<file path="config.mk">
export PLATFORM = sky130hd
export DESIGN_NAME = p2sd_top
export DESIGN_NICKNAME = d
export VERILOG_FILES = /design/src/core/p2sd_top.v /design/src/core/p2sd_strap_sync.v
export VERILOG_INCLUDE_DIRS = /design/src /design/src/core
export SDC_FILE = /design/constraint.sdc
export NUM_CORES = 1
export LEC_CHECK = 0
export BUFFER_PORTS_ARGS = -buffer_cell sky130_fd_sc_hd__buf_2
export CORE_ASPECT_RATIO = 0.6
export CORE_MARGIN = 5
export CORE_UTILIZATION = 59
export DETAILED_ROUTE_END_ITERATION = 10
export HOLD_SLACK_MARGIN = 0.12
export PLACE_DENSITY = 0.8
export SLEW_MARGIN = 0
export SYNTH_ARGS = -nofsm -noshare
export SYNTH_HDL_FRONTEND = slang
export SYNTH_HIERARCHICAL = 1
export SYNTH_SLANG_ARGS = --single-unit
</file>
<file path="constraint.sdc">
create_clock -name mclk_i -period 5.3 [get_ports mclk_i]
set_clock_uncertainty 0.2 [all_clocks]
set_input_delay 1.06 -clock mclk_i [delete_from_list [all_inputs] [get_ports mclk_i]]
set_output_delay 1.06 -clock mclk_i [all_outputs]
set_load 0.01 [all_outputs]
</file>
<file path="src/core/p2sd_defs.vh">
// Constants for the port 2 strap default loader
`ifndef P2SD_DEFS_VH
`define P2SD_DEFS_VH

// Advertisement field positions
`define P2SD_ADV_10FD_BIT 6
`define P2SD_ADV_10HD_BIT 5

// Special-mode field width and encodings
`define P2SD_MODE_W 3
`define P2SD_MODE_AN_ALL 3'h7
`define P2SD_MODE_FORCED_MSB 1'h0

// Values held until the straps are loaded
`define P2SD_RST_AN 1'h0
`define P2SD_RST_SPEED 1'h0
`define P2SD_RST_DUPLEX 1'h0
`define P2SD_RST_ADV 2'h0
`define P2SD_RST_MODE 3'h0

// Strap settle time after the synchroniser reports stable, in mclk cycles
`define P2SD_SETTLE_CYCLES 8

// Loader states
`define P2SD_ST_WAIT 2'h0
`define P2SD_ST_LOAD 2'h1
`define P2SD_ST_RUN 2'h2

`endif

</file>
<file path="src/core/p2sd_top.v">
// Port 2 PHY strap default loader with software override
`timescale 1ns/1ps
`default_nettype none
`include "p2sd_defs.vh"

module p2sd_top #(
    parameter SETTLE_CYCLES = `P2SD_SETTLE_CYCLES
) (
    input wire mclk_i,
    input wire rst_n_i,
    input wire ce_i,
    input wire p2_autonegotiation_pin_i,
    input wire p2_speed_pin_i,
    input wire p2_duplex_pin_i,
    input wire sw_ctrl_wr_i,
    input wire sw_an_i,
    input wire sw_rate_i,
    input wire sw_duplex_i,
    input wire sw_adv_wr_i,
    input wire sw_adv_10fd_i,
    input wire sw_adv_10hd_i,
    input wire sw_mode_wr_i,
    input wire [`P2SD_MODE_W-1:0] sw_mode_i,
    output reg autonegotiation_enable_bit_o,
    output reg rate_select_low_bit_o,
    output reg halffull_mode_bit_o,
    output reg adv_10fd_o,
    output reg adv_10hd_o,
    output reg [`P2SD_MODE_W-1:0] special_mode_o,
    output reg [2:0] strap_latched_o,
    output reg defaults_valid_o,
    output reg sw_override_o
);

localparam [1:0] ST_WAIT = `P2SD_ST_WAIT;
localparam [1:0] ST_LOAD = `P2SD_ST_LOAD;
localparam [1:0] ST_RUN = `P2SD_ST_RUN;
localparam CNT_W = 8;
// Settle counts above 256 do not fit the counter
localparam integer SETTLE_LAST_I = SETTLE_CYCLES - 1;
localparam [CNT_W-1:0] SETTLE_LAST = SETTLE_LAST_I[CNT_W-1:0];

wire [2:0] strap_lvl;
wire strap_stable;
wire [2:0] strap_pins;
wire sw_any_wr;
reg [1:0] state_r;
reg [1:0] state_nxt;
reg [CNT_W-1:0] settle_r;
reg [CNT_W-1:0] settle_nxt;

reg dflt_an;
reg dflt_rate;
reg dflt_duplex;
reg dflt_10fd;
reg dflt_10hd;
reg [`P2SD_MODE_W-1:0] dflt_mode;

// Pin order sets the bit order of strap_latched_o
assign strap_pins = {p2_autonegotiation_pin_i, p2_speed_pin_i,
    p2_duplex_pin_i};

// Any strobe marks the bits as software owned, even a same value
assign sw_any_wr = sw_ctrl_wr_i | sw_adv_wr_i | sw_mode_wr_i;

// Straps are pins from outside the clock domain
p2sd_strap_sync #(
    .WIDTH(3)
) u_sync (
    .mclk_i(mclk_i),
    .rst_n_i(rst_n_i),
    .ce_i(ce_i),
    .pin_i(strap_pins),
    .level_o(strap_lvl),
    .stable_o(strap_stable)
);

// Mode field: all-capable under autoneg, else forced speed and duplex
function [`P2SD_MODE_W-1:0] p2sd_mode_of;
    input an;
    input rate;
    input dup;
    begin
        if (an)
        begin
            p2sd_mode_of = `P2SD_MODE_AN_ALL;
        end
        else
        begin
            p2sd_mode_of = {`P2SD_MODE_FORCED_MSB, rate, dup};
        end
    end
endfunction

// Defaults derived from the synchronised strap levels
always @*
begin
    dflt_an = strap_lvl[2];
    // Autoneg brings up the fastest forced fallback
    dflt_rate = strap_lvl[2] | strap_lvl[1];
    dflt_duplex = strap_lvl[2] | strap_lvl[0];
    // 10BASE-T is advertised only when 10 Mbps is reachable
    dflt_10hd = strap_lvl[2] | ~strap_lvl[1];
    dflt_10fd = strap_lvl[2] | (~strap_lvl[1] & strap_lvl[0]);
    dflt_mode = p2sd_mode_of(strap_lvl[2], strap_lvl[1],
        strap_lvl[0]);
end

// Loader sequencing: wait for straps to settle, load once, then run
always @*
begin
    state_nxt = state_r;
    settle_nxt = settle_r;
    case (state_r)
        ST_WAIT:
        begin
            if (!strap_stable)
            begin
                settle_nxt = {CNT_W{1'b0}};
            end
            else if (settle_r == SETTLE_LAST)
            begin
                state_nxt = ST_LOAD;
            end
            else
            begin
                settle_nxt = settle_r + 1'b1;
            end
        end
        ST_LOAD:
        begin
            state_nxt = ST_RUN;
        end
        ST_RUN:
        begin
            // Only a fresh reset reloads the straps
            state_nxt = ST_RUN;
        end
        default:
        begin
            state_nxt = ST_WAIT;
            settle_nxt = {CNT_W{1'b0}};
        end
    endcase
end

always @(posedge mclk_i or negedge rst_n_i)
begin
    if (!rst_n_i)
    begin
        state_r <= ST_WAIT;
        settle_r <= {CNT_W{1'b0}};
    end
    else if (ce_i)
    begin
        state_r <= state_nxt;
        settle_r <= settle_nxt;
    end
end

// Register bits: strap values at load, software values afterwards
always @(posedge mclk_i or negedge rst_n_i)
begin
    if (!rst_n_i)
    begin
        autonegotiation_enable_bit_o <= `P2SD_RST_AN;
        rate_select_low_bit_o <= `P2SD_RST_SPEED;
        halffull_mode_bit_o <= `P2SD_RST_DUPLEX;
        {adv_10fd_o, adv_10hd_o} <= `P2SD_RST_ADV;
        special_mode_o <= `P2SD_RST_MODE;
        strap_latched_o <= 3'h0;
        defaults_valid_o <= 1'b0;
        sw_override_o <= 1'b0;
    end
    else if (ce_i)
    begin
        if (state_r == ST_LOAD)
        begin
            autonegotiation_enable_bit_o <= dflt_an;
            rate_select_low_bit_o <= dflt_rate;
            halffull_mode_bit_o <= dflt_duplex;
            adv_10fd_o <= dflt_10fd;
            adv_10hd_o <= dflt_10hd;
            special_mode_o <= dflt_mode;
            strap_latched_o <= strap_lvl;
            defaults_valid_o <= 1'b1;
        end
        else if (state_r == ST_RUN)
        begin
            // Writes before the load would be overwritten, so they are ignored until run
            if (sw_ctrl_wr_i)
            begin
                autonegotiation_enable_bit_o <= sw_an_i;
                rate_select_low_bit_o <= sw_rate_i;
                halffull_mode_bit_o <= sw_duplex_i;
            end
            if (sw_adv_wr_i)
            begin
                adv_10fd_o <= sw_adv_10fd_i;
                adv_10hd_o <= sw_adv_10hd_i;
            end
            if (sw_mode_wr_i)
            begin
                special_mode_o <= sw_mode_i;
            end
            if (sw_any_wr)
            begin
                sw_override_o <= 1'b1;
            end
        end
    end
end

endmodule // p2sd_top

`default_nettype wire

</file>
<file path="src/core/p2sd_strap_sync.v">
// Three-stage strap synchroniser with agreement filter
`timescale 1ns/1ps
`default_nettype none

module p2sd_strap_sync #(
    parameter WIDTH = 3
) (
    input wire mclk_i,
    input wire rst_n_i,
    input wire ce_i,
    input wire [WIDTH-1:0] pin_i,
    output reg [WIDTH-1:0] level_o,
    output reg stable_o
);

reg [WIDTH-1:0] stg1_r;
reg [WIDTH-1:0] stg2_r;
reg [WIDTH-1:0] stg3_r;
reg [1:0] fill_r;

// First stage feeds only the second stage
always @(posedge mclk_i or negedge rst_n_i)
begin
    if (!rst_n_i)
    begin
        stg1_r <= {WIDTH{1'b0}};
        stg2_r <= {WIDTH{1'b0}};
        stg3_r <= {WIDTH{1'b0}};
        level_o <= {WIDTH{1'b0}};
        stable_o <= 1'b0;
        fill_r <= 2'h0;
    end
    else if (ce_i)
    begin
        stg1_r <= pin_i;
        stg2_r <= stg1_r;
        stg3_r <= stg2_r;
        // Reset zeros in the chain would pass as an agreed level
        if (fill_r != 2'h3)
        begin
            fill_r <= fill_r + 2'h1;
        end
        if ((fill_r == 2'h3) && (stg2_r == stg3_r))
        begin
            level_o <= stg3_r;
        end
        stable_o <= (fill_r == 2'h3) && (stg2_r == stg3_r);
    end
end

endmodule // p2sd_strap_sync

`default_nettype wire

</file>
# ---- Yosys cells after proc, flatten, opt, wreduce, memory -nomap -nowiden
# Cells that the tools add are included.
dict set report totals {
  out_inout_bits 13
  elab_cells 79
  inputBits 17
  register_bits 38
}
dict set report op_classes {
  eq_ne 9
  addsub 2
  reduce_logical 16
  n_bitwise 10
  mux 25
}
# op n
set ops {}
lappend ops {{two-way mux 8 bit} 2}
lappend ops {{one-hot mux 8 bit (2 select lines)} 1}
lappend ops {{two-way mux 1 bit} 15}
lappend ops {{AND reduction 3 bit} 5}
lappend ops {{two-way mux 3 bit} 4}
lappend ops {{adder 8 x 1 -> 8 bit, second input constant} 1}
lappend ops {{== test 8 x 3 -> 1 bit, second input constant} 1}
lappend ops {{nonzero test 2 bit} 4}
lappend ops {{OR 1 bit} 6}
lappend ops {{AND reduction 2 bit} 3}
lappend ops {{== test 2 bit, second input constant} 2}
lappend ops {{two-way mux 2 bit} 2}
lappend ops {{inequality test 2 bit, second input constant} 2}
lappend ops {{one-hot mux 2 bit (2 select lines)} 1}
lappend ops {{AND reduction 4 bit} 1}
lappend ops {{== test 3 bit} 1}
lappend ops {{inequality test 3 bit, second input constant} 1}
lappend ops {{inverter 1 bit} 3}
lappend ops {{adder 2 x 1 -> 2 bit, second input constant} 1}
lappend ops {{== test 2 x 1 -> 1 bit, second input constant} 1}
lappend ops {{logical NOT 2 bit} 1}
lappend ops {{inequality test 2 x 1 -> 1 bit, second input constant} 1}
lappend ops {{OR reduction 2 bit} 1}
lappend ops {{AND 1 bit} 1}
lappend ops {{logical AND 1 bit} 1}

# ---- Logic depth before layout (Yosys ltp)
dict set report logic_depth {
  depth_word 4
  depth_mapped 7
  mapped_depth_nobuf 6
}

# ---- Modules after synthesis
# The synthesis kept the hierarchy.
# module instances seq_area_each_um2 cells_each area_each_um2
set modules_own_cells {}
lappend modules_own_cells {p2sd_top 1 575.6 120 1174.9}
lappend modules_own_cells {p2sd_strap_sync 1 375.4 39 618.1}

# ---- Worst setup path before layout
# No wires, ideal clock.
dict set report synth_timing {
  path_type {input to register}
  start {input port ce_i}
  end {register u_sync.level_o[0]}
  t_required_ns 4.975
  setup_slack_ns 3.207
  setup_time_ns 0.125
  path_stages 3
  n_path_buf 0
  arrival_time_ns 1.768
  path_cell_list {nand2_1 nor4_4 mux2_2}
}
dict set report synth_via {
  elab_chain_cells 1
}
# item line
set synth_rtl {}
lappend synth_rtl {{start, declared} p2sd_top.v:11} ;# input wire ce_i,
lappend synth_rtl {{AND reduction 2 bit (no source line)} n/a}
lappend synth_rtl {{end signal, assigned} p2sd_strap_sync.v:29} ;# level_o <= {WIDTH{1'b0}};
lappend synth_rtl {{end signal, assigned} p2sd_strap_sync.v:45} ;# level_o <= stg3_r;
lappend synth_rtl {{end, declared} p2sd_strap_sync.v:12} ;# output reg [WIDTH-1:0] level_o,
# Every way passes these cells.
# A chain may end at the register's enable or synchronous reset.

# ---- Worst setup path after layout
dict set report layout_timing {
  start {input port ce_i}
  end {register settle_r[5]}
}
dict set report layout_via {
  elab_chain_cells 1
}
# item line
set layout_rtl {}
lappend layout_rtl {{AND reduction 3 bit (no source line)} n/a}
lappend layout_rtl {{end signal, assigned} p2sd_top.v:152} ;# settle_r <= {CNT_W{1'b0}};
lappend layout_rtl {{end signal, assigned} p2sd_top.v:157} ;# settle_r <= settle_nxt;
lappend layout_rtl {{end, declared} p2sd_top.v:49} ;# reg [CNT_W-1:0] settle_r;
# Every way passes these cells.

==> impl_metrics.csv <==
group,metric,value,unit
logic_synthesis,yosys-top-cells-count,"dfrtp_1, o21ai_0, nand2_1",
setup_path,cp_slowest_stage_delay,530,ps
grt,antenna_found_initial,0,
logic_synthesis,synth_edf_count,0,
logic_synthesis,synth-seq-cells,38,
placed_design,hpwl,2.53,mm
cts,root_buffer,"clkbuf_8",
die,ios,30,
grt,overflow,0,
die,die_h,52.7,um
timing,finalHoldViolCount,0,
timing,finalSetupTns,0,ps
flow_run,max_cap_viol_count,0,
setup_path,crit_required,5290,ps
cts,cts_setup_buffers,0,
die,start_util,0.620,
logic_synthesis,synth-main-ff-cell,"dfrtp_1",
cts,hold_buffers,0,
layout,num_antenna_cells,0,
placed_design,gp_congestion,0.913,
layout,fillers,228,
logic_synthesis,yosysUniqueCellTypes,36,
logic_synthesis,synth_area_leader_cell,"dfrtp_1",
setup_path,cp-start-kind,"input pin",
logic_synthesis,syn_inst,159,
setup_path,cp_slowest_cell,"or3_1",
timing,tightest_slew,806,ps
cts,clock_latency,280,ps
detailed_routing,viasPerCell,5.60,
grt,grt_pass1_vias,1272,
layout,nNetsFinal,212,
cts,path_clk_slew,70,ps
cts,cts_max_level,2,
cts,cts_resized,0,
logic_synthesis,ys_warn_count,6,
detailed_routing,wl_per_cell,14.5,um
power,ir_drop,0.213,mV
setup_path,rr_worst_depth,5,
detailed_routing,routed_wirelength,3.36,mm
hold_path,hold_depth,2,
layout,regArea,951,um^2
timing,finalSetupViolations,0,
status,outcome,"finished clean",
layout,area_growth,13.8,%
power,power.leakage,0.982,nW
layout,drive_gt1_frac,0.305,
cts,cts_buffer_depth,2,
die,die_area,4280,um^2
setup_path,crit_fanout,19,
timing,finalMaxSlewViolations,0,
timing,slew_headroom,0.463,
logic_synthesis,synth_top_area_frac,0.530,
cts,clock_sinks,38,
placed_design,placedInstanceArea,1960,um^2
detailed_routing,via_count,1300,
logic_synthesis,synthTopCellsByArea,"dfrtp_1, mux2_2, o21ai_0",
timing,rsz0062_at_grt,"false",
cts,cts_buffers,5,
setup_path,worstPathCellList,"buf_2, nand2b_1, or3_1, o31ai_1",
die,coreArea,2890,um^2
grt,grt_usage,0.180,
layout,multiInputGateArea,791,um^2
setup_path,cp-end-kind,"flop",
cts,cts_tree,"built",
logic_synthesis,synth.most_common_cell,"dfrtp_1",
detailed_routing,drc,0,
detailed_routing,drtIter0Drc,195,
setup_path,critPathKind,"input pin to flop",
logic_synthesis,netlist_area,1790,um^2
grt,grt_start_max_net_pins,39,
power,powerDensity,304,nW/um^2
logic_synthesis,ys_seq_area_frac,0.530,
layout,final_area,2040,um^2
logic_synthesis,ys_async_sr_fraction,1.00,
die,placementRows,15,
setup_path,worstPathArrival,2490,ps
grt,grt_pass1_wl,5.76,mm
timing,timing.final.crit_share,0.472,
placed_design,port_buffers,29,
detailed_routing,drt_first_pass_iters,4,
logic_synthesis,synth.avg_cell_area,11.3,um^2
detailed_routing,ant_nets,0,
timing,fmax,400,MHz
timing,finalCriticalPeriod,2500,ps
die,die-width,81.2,um
logic_synthesis,syn-num-nets,181,
hold_path,hp-class,"flop to flop",
-- report_power, final --
part	internal [W]	switching, W	leakage, nW
logic	0.0000472	0.0000427	0.440
registers	0.000319	0.0000300	0.498
clock network	0.0000881	0.0000932	0.0438
-- metrics by stage --
| step | hold WS [ps] | std cells | util | setup WS (ps) | power (W) |
|---|---|---|---|---|---|
| after floorplan | 236 | 159 | - | 3210 | 0.000411 |
| after global placement | 245 | 225 | 0.679 | 2610 | 0.000437 |
| after detailed placement | 252 | 225 | 0.679 | 2510 | 0.000444 |
| after CTS | 269 | 232 | 0.706 | 2810 | 0.000626 |
| after global routing | 298 | 232 | 0.706 | 2680 | 0.000654 |
| final | 262 | 232 | 0.706 | 2800 | 0.000620 |
-- layout by cell type (no fill, tap or decap), drive strengths merged --
cell,count
a21o,2
o31ai,6
buf,29
nor4,1
a21oi,4
and2,1
o22ai,5
nor3,1
ha,5
and3,3
a31oi,3
dfrtp,38
mux2,16
clkbuf,5
nor2,6
o211ai,1
clkinv,2
inv,6
xnor2,1
nand3,5
or3,1
a211oi,1
nand2,16
or4,1
nand4b,1
nand2b,4
xor2,3
mux2i,5
o21ai,18
-- critical path, delay by kind of cell --
family	cells	cell delay [ps]
compound gates	1	280
buf+inv	1	320
simple gates	2	820
-- sequential cells by signal (all words and copies together) (netlist names) --
register and count:
settle_r 8, special_mode_o 3, strap_latched_o 3, u_sync/level_o 3, u_sync/stg1_r 3, u_sync/stg2_r 3
u_sync/stg3_r 3, state_r 2, u_sync/fill_r 2, adv_10fd_o 1, adv_10hd_o 1, autonegotiation_enable_bit_o 1
defaults_valid_o 1, halffull_mode_bit_o 1, rate_select_low_bit_o 1, sw_override_o 1, u_sync/stable_o 1
-- path summary, 6_finish.rpt --
kind | from | end | slack [ps]
max | ce_i | settle_r[5] | 2800
min | sw_override_o | sw_override_o | 260
max reg2reg | state_r[0] | settle_r[5] | 3100
min reg2reg | sw_override_o | sw_override_o | 260
max in group asynchronous | rst_n_i | u_sync/stg2_r[1] | 3730
min in group asynchronous | rst_n_i | strap_latched_o[0] | 660
-- per-layer routing --
metal | GRT usage | vias to the layer above | wire length, um
met5 | 0 | - | 0
met4 | 0.0590 | 0 | 24
met3 | 0.0533 | 4 | 181
met2 | 0.278 | 32 | 1510
met1 | 0.242 | 629 | 1640
li1 | - | 635 | -
-- kinds of logic after synthesis --
group / synth area share
AND/OR/NAND/NOR: 0.122
buffers and inverters: 0.0286
multiplexers: 0.130
AO/OA/AOI/OAI: 0.134
XOR/XNOR: 0.0195
adder cells (fa/ha/maj): 0.0349
flip-flops: 0.530
-- cell type report --
class,count,share of cell area
sequential,38,0.466
multi-input combinational,110,0.387
timing repair buffer,29,0.0711
clock buffer,5,0.0337
tap,42,0.0258
inverter,6,0.0110
clock inverter,2,0.00490
Power figures use the tool's default switching activity.
